[config.mk]
export PLATFORM = sky130hd
export DESIGN_NAME = touch_adc_conversion_control
export DESIGN_NICKNAME = d
export VERILOG_FILES = /design/src/touch_adc_pkg.sv /design/src/conv_timer_if.sv /design/src/conv_timer.sv /design/src/touch_adc_conversion_control.sv
export SDC_FILE = /design/constraint.sdc
export NUM_CORES = 1
export LEC_CHECK = 0
export BUFFER_PORTS_ARGS = -buffer_cell sky130_fd_sc_hd__clkbuf_2
export CAP_MARGIN = 15
export CORE_ASPECT_RATIO = 0.8
export CORE_UTILIZATION = 64
export DETAILED_ROUTE_END_ITERATION = 12
export PLACE_DENSITY = 0.86
export SLEW_MARGIN = 15
export SYNTH_ARGS = -nofsm -noshare
export SYNTH_HDL_FRONTEND = slang
export SYNTH_SLANG_ARGS = --single-unit
[constraint.sdc]
create_clock -name mclk_i -period 12.6 [get_ports mclk_i]
set_clock_uncertainty 0.15 [all_clocks]
set_input_delay 1.26 -clock mclk_i [delete_from_list [all_inputs] [get_ports mclk_i]]
set_output_delay 1.26 -clock mclk_i [all_outputs]
set_load 0.05 [all_outputs]
[src/touch_adc_pkg.sv]
// Shared constants for the touch converter conversion-control block.
package touch_adc_pkg;

	// Clock and timing figures in their own units.
	localparam int unsigned MCLK_NS = 4;
	localparam int unsigned CONV_CLK_NS = 500;
	localparam int unsigned TEMP_SETTLE_NS = 16000;
	localparam int unsigned INTERVAL_BASE_US = 550;
	localparam int unsigned INTERVAL_STEP_US = 35;
	localparam int unsigned INTERVAL_MAX_US = 9440;

	// Derived counts: mclk cycles per conversion clock, and conversion clock ticks.
	localparam int unsigned CONV_CLK_CYCLES = CONV_CLK_NS / MCLK_NS;
	localparam int unsigned TEMP_SETTLE_TICKS = (TEMP_SETTLE_NS + CONV_CLK_NS - 1) / CONV_CLK_NS;
	localparam int unsigned INTERVAL_BASE_TICKS = (INTERVAL_BASE_US * 1000) / CONV_CLK_NS;
	localparam int unsigned INTERVAL_STEP_TICKS = (INTERVAL_STEP_US * 1000) / CONV_CLK_NS;
	localparam int unsigned INTERVAL_MAX_TICKS = (INTERVAL_MAX_US * 1000) / CONV_CLK_NS;
	localparam int unsigned ACQ_BASE_TICKS = 4;
	localparam int unsigned TICK_W = 15;

	// Register indices; the byte address is four times the index.
	localparam logic [5:0] CTRL1_IDX = 6'h01;
	localparam logic [5:0] CTRL2_IDX = 6'h02;
	localparam logic [5:0] CTRL3_IDX = 6'h03;
	localparam logic [5:0] STATUS_IDX = 6'h0F;

	// Reset values.
	localparam logic [15:0] CTRL1_RESET = 16'h0000;
	localparam logic [15:0] CTRL2_RESET = 16'h4040;
	localparam logic [15:0] CTRL3_RESET = 16'h0000;

	// Field positions of the first control register.
	localparam int unsigned CHAN_LSB = 12;
	localparam int unsigned MODE_LSB = 10;
	localparam int unsigned ACQ_LSB = 8;
	localparam int unsigned TMR_LSB = 0;
	// Pin-function bit of the second control register.
	localparam int unsigned GPIO_EN_BIT = 13;
	// Sequence channel mask of the third control register: bit n selects channel code n.
	localparam int unsigned SEQ_MASK_LSB = 0;

	// Status register field positions.
	localparam int unsigned ST_BUSY_BIT = 0;
	localparam int unsigned ST_TOUCH_BIT = 1;
	localparam int unsigned ST_WAIT_BIT = 2;
	localparam int unsigned ST_CHAN_LSB = 4;

	// Conversion modes.
	localparam logic [1:0] MODE_NONE = 2'h0;
	localparam logic [1:0] MODE_SINGLE = 2'h1;
	localparam logic [1:0] MODE_SLAVE = 2'h2;
	localparam logic [1:0] MODE_MASTER = 2'h3;

	// Channel codes with special handling.
	localparam logic [2:0] CH_NONE = 3'h0;
	localparam logic [2:0] CH_TEMP = 3'h1;
	localparam logic [2:0] CH_VBAT = 3'h2;
	localparam logic [2:0] CH_AUX = 3'h3;

endpackage : touch_adc_pkg

[src/conv_timer_if.sv]
// Interface between the sequencer and its conversion clock timer.
`timescale 1ns/1ns
interface conv_timer_if;
	logic start;
	logic halt;
	logic [touch_adc_pkg::TICK_W-1:0] ticks;
	logic expired;

	modport ctrl (output start, output halt, output ticks, input expired);
	modport timer (input start, input halt, input ticks, output expired);
endinterface : conv_timer_if

[src/conv_timer.sv]
// Conversion clock divider and tick down-counter for settle and interval periods.
`timescale 1ns/1ns
module conv_timer #(
	parameter int unsigned CONV_CLK_CYCLES = touch_adc_pkg::CONV_CLK_CYCLES
) (
	input wire logic mclk_i,
	input wire logic rstn_i,
	conv_timer_if.timer tif
);
	localparam int unsigned DIV_W = $clog2(CONV_CLK_CYCLES + 1);
	localparam logic [DIV_W-1:0] DIV_RELOAD = DIV_W'(CONV_CLK_CYCLES - 1);

	logic [DIV_W-1:0] div_q;
	logic [touch_adc_pkg::TICK_W-1:0] cnt_q;
	logic run_q;
	logic expired_q;

	if (CONV_CLK_CYCLES < 1)
	begin : g_bad_div
		$error("conv_timer needs at least one mclk cycle per tick.");
	end

	// A start realigns the divider, so a period of N ticks is exactly N divider rounds.
	always_ff @(posedge mclk_i or negedge rstn_i)
	begin
		if (!rstn_i)
		begin
			div_q <= '0;
			cnt_q <= '0;
			run_q <= 1'b0;
			expired_q <= 1'b0;
		end
		else
		begin
			expired_q <= 1'b0;
			if (tif.start)
			begin
				div_q <= DIV_RELOAD;
				cnt_q <= tif.ticks;
				run_q <= 1'b1;
			end
			else if (tif.halt)
			begin
				run_q <= 1'b0;
			end
			else if (run_q)
			begin
				if (div_q == '0)
				begin
					div_q <= DIV_RELOAD;
					if (cnt_q <= 1)
					begin
						run_q <= 1'b0;
						expired_q <= 1'b1;
					end
					else
					begin
						cnt_q <= cnt_q - 1'b1;
					end
				end
				else
				begin
					div_q <= div_q - 1'b1;
				end
			end
		end
	end

	assign tif.expired = expired_q;
endmodule : conv_timer

[src/touch_adc_conversion_control.sv]
// Conversion control of a touch screen converter: APB registers, sequencer and timing.
`timescale 1ns/1ns
//
// Behaviour
// - Channel 001 is temperature; 000 selects nothing.
// - Mode field 11:10 selects none/single/slave/master.
// - Acquisition field 9:8 gives 4/8/16/32 ticks.
// - Temperature channel settles a fixed 16 us.
// - Interval is 550 us plus 35 us steps.
// - Slave mode starts interval right after sequence.
// - Master mode restarts interval only while touched.
// - Master release halts timer; touch starts immediately.
// - Pin in GPIO function ignores aux and battery.
// - Aux and battery both selected: battery only.
// - Single/slave end with timer zero clears mode.
// - Manual channel field 14:12 drives single conversion.
// - Sequence channels come from third control register.
module touch_adc_conversion_control #(
	parameter int unsigned CONV_CLK_CYCLES = touch_adc_pkg::CONV_CLK_CYCLES,
	parameter int unsigned INTERVAL_BASE_TICKS = touch_adc_pkg::INTERVAL_BASE_TICKS,
	parameter int unsigned INTERVAL_STEP_TICKS = touch_adc_pkg::INTERVAL_STEP_TICKS
) (
	input wire logic mclk_i,
	input wire logic rstn_i,
	input wire logic psel_i,
	input wire logic penable_i,
	input wire logic pwrite_i,
	input wire logic [7:0] paddr_i,
	input wire logic [31:0] pwdata_i,
	output logic [31:0] prdata_o,
	output logic pready_o,
	output logic pslverr_o,
	input wire logic touch_i,
	input wire logic conv_done_i,
	output logic conv_start_o,
	output logic [2:0] conv_channel_o,
	output logic acquire_o,
	output logic busy_o
);
	typedef enum logic [2:0] {ST_IDLE, ST_WAIT_TOUCH, ST_NEXT, ST_SETTLE, ST_CONVERT,
		ST_INTERVAL} seq_state_e;

	conv_timer_if tif ();

	logic [15:0] ctrl1_q;
	logic [15:0] ctrl2_q;
	logic [15:0] ctrl3_q;
	logic [31:0] prdata_q;
	logic pready_q;
	logic pslverr_q;
	logic touch_meta_q;
	logic touch_q;
	seq_state_e state_q;
	logic [7:0] pend_q;
	logic [2:0] chan_q;
	logic conv_start_q;
	logic acquire_q;
	logic busy_q;
	logic tmr_start_q;
	logic tmr_halt_q;
	logic [touch_adc_pkg::TICK_W-1:0] tmr_ticks_q;

	logic [5:0] idx;
	logic addr_ok;
	logic access;
	logic wr_ctrl1;
	logic [1:0] mode;
	logic [1:0] wr_mode;
	logic [7:0] tmr_set;
	logic gpio_en;
	logic seq_end;
	logic clr_mode;

	if (INTERVAL_BASE_TICKS + 254 * INTERVAL_STEP_TICKS >= (1 << touch_adc_pkg::TICK_W))
	begin : g_bad_interval
		$error("Interval ticks do not fit the timer counter.");
	end

	conv_timer #(
		.CONV_CLK_CYCLES(CONV_CLK_CYCLES)
	) u_timer (
		.mclk_i(mclk_i),
		.rstn_i(rstn_i),
		.tif(tif.timer)
	);

	assign tif.start = tmr_start_q;
	assign tif.halt = tmr_halt_q;
	assign tif.ticks = tmr_ticks_q;

	// Acquisition length in conversion clock ticks for one channel.
	function automatic logic [touch_adc_pkg::TICK_W-1:0] settle_ticks(
		input logic [2:0] chan, input logic [1:0] acq);
		if (chan == touch_adc_pkg::CH_TEMP)
			settle_ticks = touch_adc_pkg::TICK_W'(touch_adc_pkg::TEMP_SETTLE_TICKS);
		else
			settle_ticks = touch_adc_pkg::TICK_W'(touch_adc_pkg::ACQ_BASE_TICKS) << acq;
	endfunction : settle_ticks

	// Interval length in ticks; a zero setting runs as the shortest interval.
	function automatic logic [touch_adc_pkg::TICK_W-1:0] interval_ticks(input logic [7:0] tmr);
		logic [7:0] steps;
		steps = (tmr == 8'h00) ? 8'h00 : tmr - 8'h01;
		interval_ticks = touch_adc_pkg::TICK_W'(INTERVAL_BASE_TICKS) +
			touch_adc_pkg::TICK_W'(steps) * touch_adc_pkg::TICK_W'(INTERVAL_STEP_TICKS);
	endfunction : interval_ticks

	// Drop channels that the shared pin cannot serve in its current function.
	function automatic logic [7:0] pin_filter(input logic [7:0] m, input logic gpio);
		logic [7:0] r;
		r = m;
		if (gpio)
		begin
			r[touch_adc_pkg::CH_AUX] = 1'b0;
			r[touch_adc_pkg::CH_VBAT] = 1'b0;
		end
		else if (r[touch_adc_pkg::CH_AUX] && r[touch_adc_pkg::CH_VBAT])
		begin
			r[touch_adc_pkg::CH_AUX] = 1'b0;
		end
		r[touch_adc_pkg::CH_NONE] = 1'b0;
		pin_filter = r;
	endfunction : pin_filter

	// Channel set for a new sequence, from the mode and current register values.
	function automatic logic [7:0] start_mask(input logic [1:0] md, input logic [15:0] c1,
		input logic [15:0] c3, input logic gpio);
		logic [7:0] m;
		m = 8'h00;
		if (md == touch_adc_pkg::MODE_SINGLE)
			m[c1[touch_adc_pkg::CHAN_LSB +: 3]] = 1'b1;
		else
			m = c3[touch_adc_pkg::SEQ_MASK_LSB +: 8];
		start_mask = pin_filter(m, gpio);
	endfunction : start_mask

	// Highest channel code still pending; sequences run from code 7 downward.
	function automatic logic [2:0] first_chan(input logic [7:0] m);
		first_chan = touch_adc_pkg::CH_NONE;
		for (int i = 1; i < 8; i++)
		begin
			if (m[i])
				first_chan = 3'(i);
		end
	endfunction : first_chan

	// Register decode and sequencer decisions shared by several processes.
	assign idx = paddr_i[7:2];
	assign addr_ok = (paddr_i[1:0] == 2'b00) && ((idx == touch_adc_pkg::CTRL1_IDX) ||
		(idx == touch_adc_pkg::CTRL2_IDX) || (idx == touch_adc_pkg::CTRL3_IDX) ||
		(idx == touch_adc_pkg::STATUS_IDX));
	assign access = psel_i && penable_i && pready_q;
	assign wr_ctrl1 = access && pwrite_i && addr_ok && (idx == touch_adc_pkg::CTRL1_IDX);
	assign mode = ctrl1_q[touch_adc_pkg::MODE_LSB +: 2];
	assign wr_mode = pwdata_i[touch_adc_pkg::MODE_LSB +: 2];
	assign tmr_set = ctrl1_q[touch_adc_pkg::TMR_LSB +: 8];
	assign gpio_en = ctrl2_q[touch_adc_pkg::GPIO_EN_BIT];
	assign seq_end = (state_q == ST_NEXT) && (pend_q == 8'h00);
	assign clr_mode = seq_end && tmr_set == 8'h00 &&
		(mode == touch_adc_pkg::MODE_SINGLE || mode == touch_adc_pkg::MODE_SLAVE);

	// The touch pin is asynchronous; only the second stage is used.
	always_ff @(posedge mclk_i or negedge rstn_i)
	begin
		if (!rstn_i)
		begin
			touch_meta_q <= 1'b0;
			touch_q <= 1'b0;
		end
		else
		begin
			touch_meta_q <= touch_i;
			touch_q <= touch_meta_q;
		end
	end

	// APB slave: data is fetched in the setup cycle so every access has no wait state.
	always_ff @(posedge mclk_i or negedge rstn_i)
	begin
		if (!rstn_i)
		begin
			prdata_q <= 32'h0000_0000;
			pready_q <= 1'b0;
			pslverr_q <= 1'b0;
		end
		else if (psel_i && !penable_i)
		begin
			pready_q <= 1'b1;
			pslverr_q <= !addr_ok;
			prdata_q <= 32'h0000_0000;
			if (addr_ok && !pwrite_i)
			begin
				unique case (idx)
					touch_adc_pkg::CTRL1_IDX: prdata_q[15:0] <= ctrl1_q;
					touch_adc_pkg::CTRL2_IDX: prdata_q[15:0] <= ctrl2_q;
					touch_adc_pkg::CTRL3_IDX: prdata_q[15:0] <= ctrl3_q;
					default:
					begin
						prdata_q[touch_adc_pkg::ST_BUSY_BIT] <= busy_q;
						prdata_q[touch_adc_pkg::ST_TOUCH_BIT] <= touch_q;
						prdata_q[touch_adc_pkg::ST_WAIT_BIT] <= (state_q == ST_WAIT_TOUCH);
						prdata_q[touch_adc_pkg::ST_CHAN_LSB +: 3] <= chan_q;
					end
				endcase
			end
		end
		else
		begin
			pready_q <= 1'b0;
			pslverr_q <= 1'b0;
		end
	end

	// Control registers; a software write beats the end-of-sequence mode clear.
	always_ff @(posedge mclk_i or negedge rstn_i)
	begin
		if (!rstn_i)
		begin
			ctrl1_q <= touch_adc_pkg::CTRL1_RESET;
			ctrl2_q <= touch_adc_pkg::CTRL2_RESET;
			ctrl3_q <= touch_adc_pkg::CTRL3_RESET;
		end
		else
		begin
			if (wr_ctrl1)
				ctrl1_q <= pwdata_i[15:0];
			else if (clr_mode)
				ctrl1_q[touch_adc_pkg::MODE_LSB +: 2] <= touch_adc_pkg::MODE_NONE;
			if (access && pwrite_i && addr_ok && idx == touch_adc_pkg::CTRL2_IDX)
				ctrl2_q <= pwdata_i[15:0];
			if (access && pwrite_i && addr_ok && idx == touch_adc_pkg::CTRL3_IDX)
				ctrl3_q <= pwdata_i[15:0];
		end
	end

	// Sequencer: walks the channel set, times acquisition and intervals.
	always_ff @(posedge mclk_i or negedge rstn_i)
	begin
		if (!rstn_i)
		begin
			state_q <= ST_IDLE;
			pend_q <= 8'h00;
			chan_q <= touch_adc_pkg::CH_NONE;
			conv_start_q <= 1'b0;
			acquire_q <= 1'b0;
			busy_q <= 1'b0;
			tmr_start_q <= 1'b0;
			tmr_halt_q <= 1'b0;
			tmr_ticks_q <= '0;
		end
		else
		begin
			conv_start_q <= 1'b0;
			tmr_start_q <= 1'b0;
			tmr_halt_q <= 1'b0;
			if (wr_ctrl1)
			begin
				// A mode write restarts from scratch and stops any running period.
				tmr_halt_q <= 1'b1;
				acquire_q <= 1'b0;
				unique case (wr_mode)
					touch_adc_pkg::MODE_NONE:
					begin
						state_q <= ST_IDLE;
						busy_q <= 1'b0;
					end
					touch_adc_pkg::MODE_MASTER:
					begin
						state_q <= touch_q ? ST_NEXT : ST_WAIT_TOUCH;
						pend_q <= start_mask(wr_mode, pwdata_i[15:0], ctrl3_q, gpio_en);
						busy_q <= touch_q;
					end
					default:
					begin
						state_q <= ST_NEXT;
						pend_q <= start_mask(wr_mode, pwdata_i[15:0], ctrl3_q, gpio_en);
						busy_q <= 1'b1;
					end
				endcase
			end
			else
			begin
				unique case (state_q)
					ST_IDLE:
					begin
						busy_q <= 1'b0;
					end
					ST_WAIT_TOUCH:
					begin
						if (touch_q)
						begin
							state_q <= ST_NEXT;
							pend_q <= start_mask(mode, ctrl1_q, ctrl3_q, gpio_en);
							busy_q <= 1'b1;
						end
					end
					ST_NEXT:
					begin
						if (pend_q != 8'h00)
						begin
							chan_q <= first_chan(pend_q);
							pend_q[first_chan(pend_q)] <= 1'b0;
							tmr_ticks_q <= settle_ticks(first_chan(pend_q),
								ctrl1_q[touch_adc_pkg::ACQ_LSB +: 2]);
							tmr_start_q <= 1'b1;
							acquire_q <= 1'b1;
							state_q <= ST_SETTLE;
						end
						else if (mode == touch_adc_pkg::MODE_NONE || clr_mode)
						begin
							state_q <= ST_IDLE;
							busy_q <= 1'b0;
						end
						else if (mode == touch_adc_pkg::MODE_MASTER && !touch_q)
						begin
							state_q <= ST_WAIT_TOUCH;
							busy_q <= 1'b0;
						end
						else
						begin
							// Slave and single count at once; master reaches here only touched.
							tmr_ticks_q <= interval_ticks(tmr_set);
							tmr_start_q <= 1'b1;
							state_q <= ST_INTERVAL;
							busy_q <= 1'b0;
						end
					end
					ST_SETTLE:
					begin
						if (tif.expired)
						begin
							acquire_q <= 1'b0;
							conv_start_q <= 1'b1;
							state_q <= ST_CONVERT;
						end
					end
					ST_CONVERT:
					begin
						if (conv_done_i)
							state_q <= ST_NEXT;
					end
					ST_INTERVAL:
					begin
						if (mode == touch_adc_pkg::MODE_MASTER && !touch_q)
						begin
							tmr_halt_q <= 1'b1;
							state_q <= ST_WAIT_TOUCH;
						end
						else if (tif.expired)
						begin
							state_q <= ST_NEXT;
							pend_q <= start_mask(mode, ctrl1_q, ctrl3_q, gpio_en);
							busy_q <= 1'b1;
						end
					end
				endcase
			end
		end
	end

	// Every output comes straight from a flip-flop.
	assign prdata_o = prdata_q;
	assign pready_o = pready_q;
	assign pslverr_o = pslverr_q;
	assign conv_start_o = conv_start_q;
	assign conv_channel_o = chan_q;
	assign acquire_o = acquire_q;
	assign busy_o = busy_q;
endmodule : touch_adc_conversion_control

==> summary.txt <==
Detailed routing
  – WL final: 19.1 mm
  – DRC errors left: 0
  – DR WL/cell: about 19 um
  – Detailed-router iteration count before antenna repair: 5
  – Drt initial violations: 679
  – DRT antenna net count: 0
  – DR vias: between 6000 and 7000
  – Via/cell ratio: ~6.4

Timing
  – Setup Viol. Count Final: 0
  – Worst Hold Slack: ~0.2 ns
  – Post-layout worst setup margin: just over 7 ns
  – RSZ-0062 raised after global routing: no
  – Fin. max-slew vios: 0
  – Final Hold Viols: 0
  – Worst-margin pin slew: slightly below 1 ns
  – Fin crit share: between 40% and 50%
  – Relative slew slack: between 30 and 40%
  – Post-route minimum period: approximately 5.4 ns
  – Setup tns final: 0 ns
  – F_max: between 150 and 200 MHz

Global routing
  – Initial antenna violation count: 0
  – Vias in the first global route: around 6400
  – GRT Residual Overflow: 0
  – Largest net degree at the start of global routing: 65
  – Total track usage: 32.3%
  – First-pass GRT wire length: approximately 32 mm

Floorplanning
  – Core ar.: ~12000 um^2
  – Core Rows: 35
  – DIE WIDTH: 124 um
  – Initial Util: between 60% and 70%
  – Die height: ~100 um
  – Die Area: 12400 um^2
  – Ports: just under 90

Placement
  – Buffers added on ports: 54
  – Placer congestion estimate: slightly above 0.9
  – Placement Cell Area: just under 8000 um^2
  – Setup WS pre-CTS: approximately 7.3 ns
  – Detailed placement HPWL: between 10 and 15 mm

Yosys
  – Register area share after synthesis: about two fifths
  – Top cells by area, synth: dfrtp_1, ha_1, nand2_1
  – Cells after synthesis: 823
  – Avg Inst Size Synth: ~9.3 um^2
  – Leading area contributor after synthesis: dfrtp_1
  – Most used DFF post-synth: dfrtp_1
  – Post-synth EDFFs: 0
  – Netlist cell types: just over 80
  – Synthesis warning total: 0
  – Synthesized area: ~7700 um^2
  – Flops & latches, synth: 125
  – Area fraction of the dominant cell type after synthesis: 40.2%
  – Async S/R FF share, synth: between 90% and 100%

Setup path
  – Worst path cell trace: nor4_2 -> nor3b_2 -> nor2_1 -> ha_1 -> ha_1 -> fa_1 -> ha_1 -> nand2_1 -> o21a_1 -> o311ai_1 -> a41oi_1 -> o311a_1 -> a211o_1
  – CP max stage cell: nor3b_2
  – Worst path arrival time: between 5 and 6 ns
  – Max FO, Critical Path: 9
  – Startpoint class of the critical path: register
  – Critical path's most frequent cell: ha_1
  – Critical Path Max Stage Delay: roughly 0.60 ns
  – Worst Setup Path Type: reg2reg
  – Critical path data required time: 12.76 ns
  – Crit. End Element: register

Power
  – Worst VDD drop: 0.124 mV
  – Power Density: ~170 nW/um^2
  – Leakage: just over 4 nW

Clock tree
  – Later-pin clock latency in the skew report: 0.42 ns
  – Clock root buffer: clkbuf_16
  – PostCTS Resize Cnt: 0
  – Post-CTS Setup Repair Bufs: 0
  – Cts-stage hold buffer count: 0
  – CTS tree: yes
  – CTS Sinks: 125
  – H-tree depth: 4
  – Clock transition at the registers of the reported paths: 0.06 ns
  – Cts bufs inserted: 17
  – Max clock buf depth: 2

Worst hold path
  – HP Class: reg2reg

Layout
  – Area growth from synthesis to layout: 11.2%
  – Fraction of layout cells with a size suffix above 1: 15.4%
  – Layout Nets: 940
  – Most common cell after layout, fill and taps aside: dfrtp_1
  – Final core occ: about three quarters
  – Diodes inserted: 0
  – Most frequent cells in the layout: dfrtp_1, nand2_1, nor2_1
  – Fin area: approximately 8500 um^2

Flow run
  – Max Cap Viol: 0

Status
  – Status: finished, final reports clean
-- per-stage QoR --
stage,cells,power (mW)
detailed placement,985,0.913
CTS,1017,1.43
global placement,985,0.890
global route,1017,1.50
finish,1017,1.43
floorplan,838,0.821
-- kinds of logic after synthesis --
group	share of synthesized area [%]
fa+ha+maj	6.43
xor+xnor	2.06
buf+inv	6.20
compound gates	19.7
mux	7.64
simple gates	17.1
other cells	0.0489
flops	40.8
-- path summary, 6_finish.rpt --
| check | start | end | slack, ns | cells past startpoint |
|---|---|---|---|---|
| setup / recovery | ctrl1_q[3] | tif.ticks[14] | 7.21 | 13 |
| min in group asynchronous | rstn_i | u_timer.div_q[6] | 0.77 | 1 |
| max in group asynchronous | rstn_i | ctrl1_q[7] | 10.22 | 2 |
| setup reg to reg | ctrl1_q[3] | tif.ticks[14] | 7.21 | 13 |
| hold / removal | touch_meta_q | touch_q | 0.20 | 0 |
| hold reg to reg | touch_meta_q | touch_q | 0.20 | 0 |
-- report_power, final --
part	switching, mW	total [mW]	internal [mW]
Sequential	0.0710	0.523	0.452
Clock	0.191	0.510	0.319
Combinational	0.254	0.396	0.143
-- cell type report --
| cell class | count | area, um^2 |
|---|---|---|
| timing repair buffer | 58 | 303 |
| clock buffer | 18 | 439 |
| inverter | 44 | 165 |
| clock inverter | 14 | 183 |
| multi-input combinational | 610 | 4120 |
| tap | 148 | 185 |
| fill | 819 | 3080 |
| sequential | 125 | 3130 |
-- Yosys cell counts, types with 7 or more instances --
library cell,instances
mux2_1,18
mux2_2,26
clkbuf_1,28
nand3_1,20
dfrtp_1,123
nand4_1,7
o21ai_0,18
nor3b_1,8
inv_1,43
nand2_1,92
nor3_1,16
ha_1,33
a21oi_1,45
nor2_1,54
buf_2,8
xnor2_1,12
o21ai_1,33
nor2b_1,7
a31oi_1,11
mux2i_1,9
buf_4,17
nand2b_1,12
o31ai_1,9
a22o_1,21
o22ai_1,17
-- registers in the layout, indices dropped and copies added, names as in the netlist, 7 cells and up --
name,cells
ctrl1_q,16
ctrl2_q,16
ctrl3_q,16
pend_q,8
prdata_o,16
tif.ticks,14
u_timer.cnt_q,15
u_timer.div_q,7
-- critical path: cells and delay by family, from the launching register on --
family	cells	cell delay, ns
compound gates	5	1.60
fa+ha+maj	4	1.56
flops	1	0.46
simple gates	4	1.50
-- layer usage --
| layer | vias up | wire length [um] | track usage [%] |
|---|---|---|---|
| li1 | 3037 | - | - |
| met1 | 3180 | 8330 | 44.3 |
| met2 | 285 | 9000 | 51.3 |
| met3 | 38 | 1420 | 7.20 |
| met4 | 0 | 382 | 11.0 |
| met5 | - | 0 | 0 |
No activity file was read; power rests on OpenSTA's default activity.
